## config.mk

```make
export PLATFORM = sky130hd
export DESIGN_NAME = cfe_top
export DESIGN_NICKNAME = d
export VERILOG_FILES = /design/src/pkg/cfe_pkg.sv /design/src/logic/cfe_top.sv /design/src/logic/cfe_cond_eval.sv
export SDC_FILE = /design/constraint.sdc
export NUM_CORES = 1
export LEC_CHECK = 0
export BUFFER_PORTS_ARGS = -buffer_cell sky130_fd_sc_hd__buf_2
export CAP_MARGIN = 25
export CORE_AREA = 2 2 78 80
export DETAILED_ROUTE_END_ITERATION = 12
export DIE_AREA = 0 0 80 82
export GPL_ROUTABILITY_DRIVEN = 0
export PLACE_DENSITY_LB_ADDON = 0.08
export SLEW_MARGIN = 10
export SYNTH_ARGS = -nofsm -noshare
export SYNTH_HDL_FRONTEND = slang
export SYNTH_HIERARCHICAL = 1
export SYNTH_SLANG_ARGS = --single-unit
export TNS_END_PERCENT = 100
```

## constraint.sdc

```tcl
create_clock -name i_ref_clk -period 3.8 [get_ports i_ref_clk]
set_input_delay 0.57 -clock i_ref_clk [delete_from_list [all_inputs] [get_ports i_ref_clk]]
set_output_delay 0.57 -clock i_ref_clk [all_outputs]
set_load 0.01 [all_outputs]
```

## src/pkg/cfe_pkg.sv

```systemverilog
`default_nettype none
package cfe_pkg;
   // word geometry
   localparam int WORD_W = 32;
   localparam int BYTE_W = 8;
   localparam int HALF_W = 16;
   // saturation bounds
   localparam logic [31:0] SAT_MAX = 32'h7FFFFFFF;
   localparam logic [31:0] SAT_MIN = 32'h80000000;
   // flag vector bit positions: {sat, sign, zero, overflow, carry}
   localparam int FLG_CY = 0;
   localparam int FLG_OV = 1;
   localparam int FLG_Z = 2;
   localparam int FLG_S = 3;
   localparam int FLG_SAT = 4;
   localparam int NFLG = 5;
   localparam logic [4:0] FLAGS_RST = 5'h00;
   // per-flag update action codes
   typedef enum logic [1:0] {
      CFE_UPD_KEEP = 2'h0,
      CFE_UPD_CLR = 2'h1,
      CFE_UPD_RES = 2'h2,
      CFE_UPD_RST = 2'h3
   } cfe_upd_t;
   // extension size selection
   typedef enum logic [1:0] {
      CFE_SZ_BYTE = 2'h0,
      CFE_SZ_HALF = 2'h1,
      CFE_SZ_WORD = 2'h2
   } cfe_size_t;
   // condition codes
   localparam logic [3:0] CC_OV = 4'h0;
   localparam logic [3:0] CC_NOV = 4'h8;
   localparam logic [3:0] CC_CY = 4'h1;
   localparam logic [3:0] CC_NCY = 4'h9;
   localparam logic [3:0] CC_Z = 4'h2;
   localparam logic [3:0] CC_NZ = 4'hA;
   localparam logic [3:0] CC_NH = 4'h3;
   localparam logic [3:0] CC_H = 4'hB;
   localparam logic [3:0] CC_N = 4'h4;
   localparam logic [3:0] CC_P = 4'hC;
   localparam logic [3:0] CC_T = 4'h5;
   localparam logic [3:0] CC_SA = 4'hD;
   localparam logic [3:0] CC_LT = 4'h6;
   localparam logic [3:0] CC_GE = 4'hE;
   localparam logic [3:0] CC_LE = 4'h7;
   localparam logic [3:0] CC_GT = 4'hF;
endpackage : cfe_pkg
`default_nettype wire

```

## src/logic/cfe_top.sv

```systemverilog
//////////////////////////////////////////////////////////////////////////////
// Functional notes
// - single-flag tests for overflow, carry, zero
// - sign tests, always true, saturation test
// - carry or zero gives not-higher / higher
// - sign xor overflow gives signed less/ge
// - adding zero gives signed le / gt
// - clamp results to signed word limits
// - zero extension fills upper bits zero
// - sign extension copies top bit of the selected byte or half
// - per-flag keep, clear, or take result
// - restore code reloads flags from saved copy
// - bit read returns selected byte bit
// - bit write changes only selected bit
// - issue count spaces different instructions
// - repeat and latency counts space issues
// - condition comes from 4-bit field
//////////////////////////////////////////////////////////////////////////////
`timescale 1ns/10ps
`default_nettype none
module cfe_top (
   input wire logic i_ref_clk,
   input wire logic i_resetn,
   // condition test
   input wire logic [3:0] i_cond,
   output logic o_cond_true,
   // flag update
   input wire logic i_upd_valid,
   input wire logic [9:0] i_upd_codes,
   input wire logic [4:0] i_result_flags,
   input wire logic [4:0] i_saved_flags,
   output logic [4:0] o_flags,
   // extension and saturation
   input wire logic [31:0] i_ext_in,
   input wire logic [1:0] i_ext_size,
   input wire logic i_ext_signed,
   output logic [31:0] o_ext_out,
   input wire logic [32:0] i_sat_in,
   output logic [31:0] o_sat_out,
   output logic o_sat_hit,
   // single-bit memory helper
   input wire logic [7:0] i_mem_byte,
   input wire logic [2:0] i_bit_num,
   input wire logic i_bit_val,
   output logic o_bit_rd,
   output logic [7:0] o_bit_wr_byte,
   // issue timing
   input wire logic i_issue,
   input wire logic i_same_insn,
   input wire logic i_dependent,
   input wire logic [3:0] i_cnt_issue,
   input wire logic [3:0] i_cnt_repeat,
   input wire logic [3:0] i_cnt_latency,
   output logic o_ready
);
   //////////////////////////////////////////////////////////////////////////
   logic [4:0] flags_reg; // current status flags
   logic [4:0] flags_next;
   logic [3:0] wait_reg; // cycles still to hold the next issue
   logic [3:0] wait_next;

   // extension by size; size codes from the package, byte/half widths written out as literals
   function automatic logic [31:0] cfe_extend(input logic [31:0] v, input logic [1:0] sz,
                                              input logic sgn);
      logic [31:0] r;
      r = v;
      case (sz)
         cfe_pkg::CFE_SZ_BYTE: r = sgn ? {{24{v[7]}}, v[7:0]} : {24'h000000, v[7:0]};
         cfe_pkg::CFE_SZ_HALF: r = sgn ? {{16{v[15]}}, v[15:0]} : {16'h0000, v[15:0]};
         default: r = v;
      endcase
      return r;
   endfunction : cfe_extend

   //////////////////////////////////////////////////////////////////////////
   // condition evaluator, combinational straight through
   cfe_cond_eval u_cond (
      .i_cond(i_cond),
      .i_flags(flags_reg),
      .o_true(o_cond_true)
   );

   // spot checks of the evaluator against the registered flags that it sees
   property p_cond_ge;
      @(posedge i_ref_clk) disable iff (!i_resetn)
         (i_cond == cfe_pkg::CC_GE) |->
            (o_cond_true == (flags_reg[cfe_pkg::FLG_S] == flags_reg[cfe_pkg::FLG_OV]));
   endproperty
   a_cond_ge: assert property (p_cond_ge) else $error("ge test wrong");
   property p_cond_gt;
      @(posedge i_ref_clk) disable iff (!i_resetn)
         (i_cond == cfe_pkg::CC_GT) |-> (o_cond_true == !((flags_reg[cfe_pkg::FLG_S]
            ^ flags_reg[cfe_pkg::FLG_OV]) | flags_reg[cfe_pkg::FLG_Z]));
   endproperty
   a_cond_gt: assert property (p_cond_gt) else $error("gt test wrong");
   property p_cond_h;
      @(posedge i_ref_clk) disable iff (!i_resetn)
         (i_cond == cfe_pkg::CC_H) |->
            (o_cond_true == !(flags_reg[cfe_pkg::FLG_CY] | flags_reg[cfe_pkg::FLG_Z]));
   endproperty
   a_cond_h: assert property (p_cond_h) else $error("higher test wrong");
   property p_cond_always;
      @(posedge i_ref_clk) disable iff (!i_resetn)
         (i_cond == cfe_pkg::CC_T) |-> o_cond_true;
   endproperty
   a_cond_always: assert property (p_cond_always) else $error("always not true");
   property p_cond_ov;
      @(posedge i_ref_clk) disable iff (!i_resetn)
         (i_cond == cfe_pkg::CC_NOV) |-> (o_cond_true != flags_reg[cfe_pkg::FLG_OV]);
   endproperty
   a_cond_ov: assert property (p_cond_ov) else $error("no-overflow test wrong");

   // per-flag action selection, one slice per flag
   genvar g;
   generate
      for (g = 0; g < cfe_pkg::NFLG; g++) begin : g_flag
         always_comb begin
            case (cfe_pkg::cfe_upd_t'(i_upd_codes[2*g +: 2]))
               cfe_pkg::CFE_UPD_CLR: flags_next[g] = 1'b0;
               cfe_pkg::CFE_UPD_RES: flags_next[g] = i_result_flags[g];
               cfe_pkg::CFE_UPD_RST: flags_next[g] = i_saved_flags[g];
               default: flags_next[g] = flags_reg[g];
            endcase
         end
      end
   endgenerate

   // flags only move on a valid update
   always_ff @(posedge i_ref_clk) begin
      if (!i_resetn) begin
         flags_reg <= cfe_pkg::FLAGS_RST;
      end else if (i_upd_valid) begin
         flags_reg <= flags_next;
      end
   end
   assign o_flags = flags_reg;

   // one flag per action code: clear, keep and restore each seen one edge later
   property p_flag_clr;
      @(posedge i_ref_clk) disable iff (!i_resetn)
         (i_upd_valid && i_upd_codes[3:2] == 2'h1) |=> !o_flags[1];
   endproperty
   a_flag_clr: assert property (p_flag_clr) else $error("overflow not cleared");
   property p_flag_keep;
      @(posedge i_ref_clk) disable iff (!i_resetn)
         (!i_upd_valid || i_upd_codes[1:0] == 2'h0) |=> $stable(o_flags[0]);
   endproperty
   a_flag_keep: assert property (p_flag_keep) else $error("carry changed on keep");
   property p_flag_rst;
      @(posedge i_ref_clk) disable iff (!i_resetn)
         (i_upd_valid && i_upd_codes[9:8] == 2'h3) |=> (o_flags[4] == $past(i_saved_flags[4]));
   endproperty
   a_flag_rst: assert property (p_flag_rst) else $error("sat not restored");

   //////////////////////////////////////////////////////////////////////////
   // datapath helpers, combinational
   assign o_ext_out = cfe_extend(i_ext_in, i_ext_size, i_ext_signed);

   // 33-bit signed input lets out-of-range sums be seen before clamping
   always_comb begin
      if (!i_sat_in[32] && (i_sat_in[31:0] >= cfe_pkg::SAT_MAX)) begin
         o_sat_out = cfe_pkg::SAT_MAX;
         o_sat_hit = (i_sat_in[31:0] != cfe_pkg::SAT_MAX);
      end else if (i_sat_in[32] && (i_sat_in[31:0] <= cfe_pkg::SAT_MIN)) begin
         o_sat_out = cfe_pkg::SAT_MIN;
         o_sat_hit = (i_sat_in[31:0] != cfe_pkg::SAT_MIN);
      end else begin
         o_sat_out = i_sat_in[31:0];
         o_sat_hit = 1'b0;
      end
   end

   // anything below the negative limit must come out as the limit itself
   property p_sat;
      @(posedge i_ref_clk) disable iff (!i_resetn)
         (i_sat_in[32] && !i_sat_in[31]) |-> (o_sat_out == cfe_pkg::SAT_MIN);
   endproperty
   a_sat: assert property (p_sat) else $error("negative overflow not clamped");

   assign o_bit_rd = i_mem_byte[i_bit_num];
   always_comb begin
      o_bit_wr_byte = i_mem_byte;
      o_bit_wr_byte[i_bit_num] = i_bit_val;
   end

   // the write may touch the selected bit only
   property p_bitwr;
      @(posedge i_ref_clk) disable iff (!i_resetn)
         (((o_bit_wr_byte ^ i_mem_byte) & ~(8'h01 << i_bit_num)) == 8'h00)
            && (o_bit_wr_byte[i_bit_num] == i_bit_val);
   endproperty
   a_bitwr: assert property (p_bitwr) else $error("bit write disturbed byte");

   //////////////////////////////////////////////////////////////////////////
   // issue spacing: the longest of the counts that apply to the follower
   always_comb begin
      wait_next = wait_reg;
      if (i_issue && o_ready) begin
         wait_next = i_cnt_issue;
         if (i_same_insn && i_cnt_repeat > wait_next) wait_next = i_cnt_repeat;
         if (i_dependent && i_cnt_latency > wait_next) wait_next = i_cnt_latency;
         wait_next = (wait_next == 4'h0) ? 4'h0 : wait_next - 4'h1;
      end else if (wait_reg != 4'h0) begin
         wait_next = wait_reg - 4'h1;
      end
   end

   always_ff @(posedge i_ref_clk) begin
      if (!i_resetn) begin
         wait_reg <= 4'h0;
      end else begin
         wait_reg <= wait_next;
      end
   end
   assign o_ready = (wait_reg == 4'h0);

   // a plain issue count of three holds the follower off for two cycles
   property p_issue;
      @(posedge i_ref_clk) disable iff (!i_resetn)
         (i_issue && o_ready && !i_same_insn && !i_dependent && i_cnt_issue == 4'h3)
            |=> !o_ready ##1 !o_ready ##1 o_ready;
   endproperty
   a_issue: assert property (p_issue) else $error("issue spacing wrong");

endmodule : cfe_top
`default_nettype wire

```

## src/logic/cfe_cond_eval.sv

```systemverilog
`timescale 1ns/10ps
`default_nettype none
// purely combinational condition test, shared wherever a cccc field is met
module cfe_cond_eval (
   input wire logic [3:0] i_cond,
   input wire logic [4:0] i_flags,
   output logic o_true
);
   logic cy, ov, z, s, saturation_flag; // unpacked flags
   assign cy = i_flags[cfe_pkg::FLG_CY];
   assign ov = i_flags[cfe_pkg::FLG_OV];
   assign z = i_flags[cfe_pkg::FLG_Z];
   assign s = i_flags[cfe_pkg::FLG_S];
   assign saturation_flag = i_flags[cfe_pkg::FLG_SAT];

   // one test per code, no state
   always_comb begin
      case (i_cond)
         cfe_pkg::CC_OV: o_true = ov;
         cfe_pkg::CC_NOV: o_true = !ov;
         cfe_pkg::CC_CY: o_true = cy;
         cfe_pkg::CC_NCY: o_true = !cy;
         cfe_pkg::CC_Z: o_true = z;
         cfe_pkg::CC_NZ: o_true = !z;
         cfe_pkg::CC_NH: o_true = cy | z;
         cfe_pkg::CC_H: o_true = !(cy | z);
         cfe_pkg::CC_N: o_true = s;
         cfe_pkg::CC_P: o_true = !s;
         cfe_pkg::CC_T: o_true = 1'b1;
         cfe_pkg::CC_SA: o_true = saturation_flag;
         cfe_pkg::CC_LT: o_true = s ^ ov;
         cfe_pkg::CC_GE: o_true = !(s ^ ov);
         cfe_pkg::CC_LE: o_true = (s ^ ov) | z;
         cfe_pkg::CC_GT: o_true = !((s ^ ov) | z);
         default: o_true = 1'b0;
      endcase
   end
endmodule : cfe_cond_eval
`default_nettype wire

```

==> flow_summary.json <==
{
  "grt.busiest_layer": "met2",
  "drtIter0Drc": 79,
  "portBuffers": 188,
  "root_buffer": "clkbuf_8",
  "dp_hpwl_um": 6170,
  "clkLatencyLatePin_ns": 0.23,
  "gr_util_met3": 0.0363,
  "worst_slew_margin_rel": 0.383,
  "clk_transition_reported_paths_ns": 0.04,
  "synth_seq_cells": 9,
  "reported_max_cap_violation_count": 0,
  "area.sequential_um2": 180,
  "hp-start": "o_flags[4]",
  "leakagePower_nw": 1.78,
  "floorplan.rows": 28,
  "distinct_cell_type_count_after_synthesis": 56,
  "ys_seq_area_frac": 0.0848,
  "finalCriticalPeriod_ns": 3.44,
  "route.detailed.drc": 0,
  "initial_core_util": 0.370,
  "die_h_um": 82,
  "cell_mode_on_critical_path": "ha_1",
  "setup_viol": 0,
  "n_antenna_cell": 0,
  "power.net_switching_uw": 324,
  "finalInstanceArea_mm2": 0.00306,
  "multi_input_comb_area_mm2": 0.00174,
  "floorplan.io_pins": 203,
  "coreArea_mm2": 0.00575,
  "worst_path_dominant_cell_family": "compound AO/OA/AOI/OAI gates",
  "via_count_of_the_first_global_routing_pass": 2419,
  "synth-edff-count": 0,
  "synth_nets": 434,
  "stdcell_count": 544,
  "hp_class": "flip-flop to flip-flop",
  "reg2reg_setup_slack_ns": 1.85,
  "cts.repair_timing.setup_buffer_count": 0,
  "met2_usage": 0.381,
  "die_ar_mm2": 0.00656,
  "vias": 2904,
  "postCtsResizedCells": 0,
  "dp.cells": 540,
  "clock_tree.buffer_depth": 2,
  "worst_setup_path_startpoint": "i_cnt_issue[1]",
  "number_of_pins_with_negative_max_slew_slack_in_the_final_report": 0,
  "rr_startpoint": "wait_reg[0]",
  "crit_chain": "buf_2, inv_1, ha_1, nor2b_4, o211ai_2, a21oi_2, mux2_4, ha_1, nand3_1, o21ai_0, or2_2, o311a_4, nand3b_4, and3_1, o311a_1",
  "final.setup.tns_ns": 0,
  "cp_num_buf_inv": 2,
  "dominant_cell_type_by_area_after_synthesis": "a21o_1",
  "synth_top_cells_by_count": "a21o_1, nand2_1, o21ai_0",
  "overflow": 0,
  "finalNetCount": 600,
  "drt_pass1_iterations": 4,
  "cp_data_required_time_ns": 3.92,
  "tightest_slew_ns": 0.922,
  "synth.most_common_cell": "a21o_1",
  "cpMaxStageDelayCell": "a21oi_2",
  "grt_antenna_before_repair": 0,
  "avgRoutedWirePerCell_um": 13.3,
  "most_used_flip_flop_cell_after_synthesis": "dfxtp_1",
  "critPathCaptureType": "flip-flop",
  "grt_max_degree": 32,
  "switching_share": 0.430,
  "placed_area_mm2": 0.00302,
  "p_per_area_mw_per_mm2": 246,
  "synth-async-reset-ratio": 0,
  "syn_area_mm2": 0.00213,
  "routed_wl_um": 7210,
  "grt.total_usage": 0.196,
  "synth_cells": 304,
  "cts-hold-fix-buffers": 0,
  "flow.area_growth_from_synthesis_pct": 44.1,
  "post-route-worst-setup-slack_ns": 0.364,
  "timing.setup.critical_path_class": "input port to flip-flop",
  "p_int_uw": 430,
  "hold_viol_final": 0,
  "viasPerCell": 5.34,
  "sequentialPowerShare": 0.180,
  "worst_path_largest_cell_delay_ns": 0.47,
  "post-route-period-util": 0.904,
  "first_pass_grt_wire_length_um": 10500,
  "flip_flop_count_of_the_largest_register_all_copies_and_words_added": 5,
  "dp_slack_ns": 0.114,
  "crit_path_max_fanout": 13,
  "vdd_drop_max_mv": 0.109,
  "htreeDepth": 1,
  "power.share.clock": 0.149,
  "worstSetupStartpointType": "input port",
  "gr-usage-met1": 0.221,
  "rsz0062_at_grt": "no",
  "max_clock_freq_mhz": 291,
  "outcome": "completed",
  "cts.sink_count": 9,
  "numCtsBuffers": 3,
  "crit_arrival_ns": 3.56,
  "drive_gt1_frac": 0.467,
  "syn_area_per_cell_um2": 6.99,
  "setup_skew_after_layout_ns": 0.000269,
  "die_width_um": 80,
  "fillers": 616,
  "postRouteAntennaNets": 0,
  "hold-worst-slack_ns": 0.570,
  "clock_tree_from_tritoncts": "built",
  "power_frac_comb": 0.671,
  "post-synth-top-area-fraction": 0.184,
  "yosysWarnings": 6,
  "synth.area.top_cells": "a21o_1, dfxtp_1, mux2_2"
}
[cells by family (layout without fill, tap and decap cells)]
logic type,Yosys count,in the layout,share of synthesized area
DFF,9,9,0.0848
xor gates and xnor gates,2,2,0.00824
and+or+nand+nor,104,104,0.269
AOI/OAI and AO/OA,124,124,0.418
adders and majority gates,8,8,0.0471
buffers and inverters,43,208,0.0983
muxes,14,14,0.0742
[final timing paths]
| path | to | cells after the start |
|---|---|---|
| worst min-delay path | o_flags[4] | 2 |
| worst max register to register | wait_reg[3] | 7 |
| worst min register to register | o_flags[4] | 2 |
| worst max-delay path | wait_reg[0] | 15 |
[power by group through the flow]
stage	clock network (mW)	registers, mW	logic, mW
after global routing	0.124	0.140	0.571
final	0.112	0.136	0.506
after floorplan	0	0.133	0.336
after detailed placement	0	0.137	0.507
after global placement	0	0.138	0.501
after CTS	0.114	0.136	0.509
[metrics by stage]
stage	utilization	power (mW)
4_1_cts	0.533	0.759
5_1_grt	0.533	0.835
2_1_floorplan	-	0.469
3_5_place_dp	0.525	0.644
3_3_place_gp	0.525	0.639
6_report	0.533	0.753
[worst register-to-register path: stages, from the launching register on]
cell and delay, ns:
dfxtp_1 0.31, inv_1 0.08, ha_1 0.18, nor2b_1 0.21, nor2b_1 0.41, nand3_1 0.16, a2111o_1 0.39, o211ai_2 0.14
[placed cells by master (no fill, tap or decap), types with 4 or more instances in the layout]
cell     Yosys  layout
a21o_1      52      52
a21oi_1     18      18
a31oi_1      4       4
buf_2        1     188
dfxtp_1      9       9
ha_1         8       8
inv_1       14      14
mux2_2      10      10
nand2_1     23      23
nand3_1      9       9
nand4_1     10      10
nor2_1      17      16
nor2b_1      8       8
nor3_1       9       9
nor4_1      10      10
o21ai_0     21      21
[cell type report]
class,count,area share
Inverter,15,0.0184
Clock buffer,4,0.0147
Timing Repair Buffer,189,0.310
Multi-Input combinational cell,252,0.568
Tap cell,75,0.0306
Sequential cell,9,0.0588
[per-layer routing]
metal,wire length [um],part of all wire
met5,0,0
met4,64,0.0089
met3,568,0.079
met2,3710,0.51
met1,2870,0.40
(Power assumes the default switching activity.)
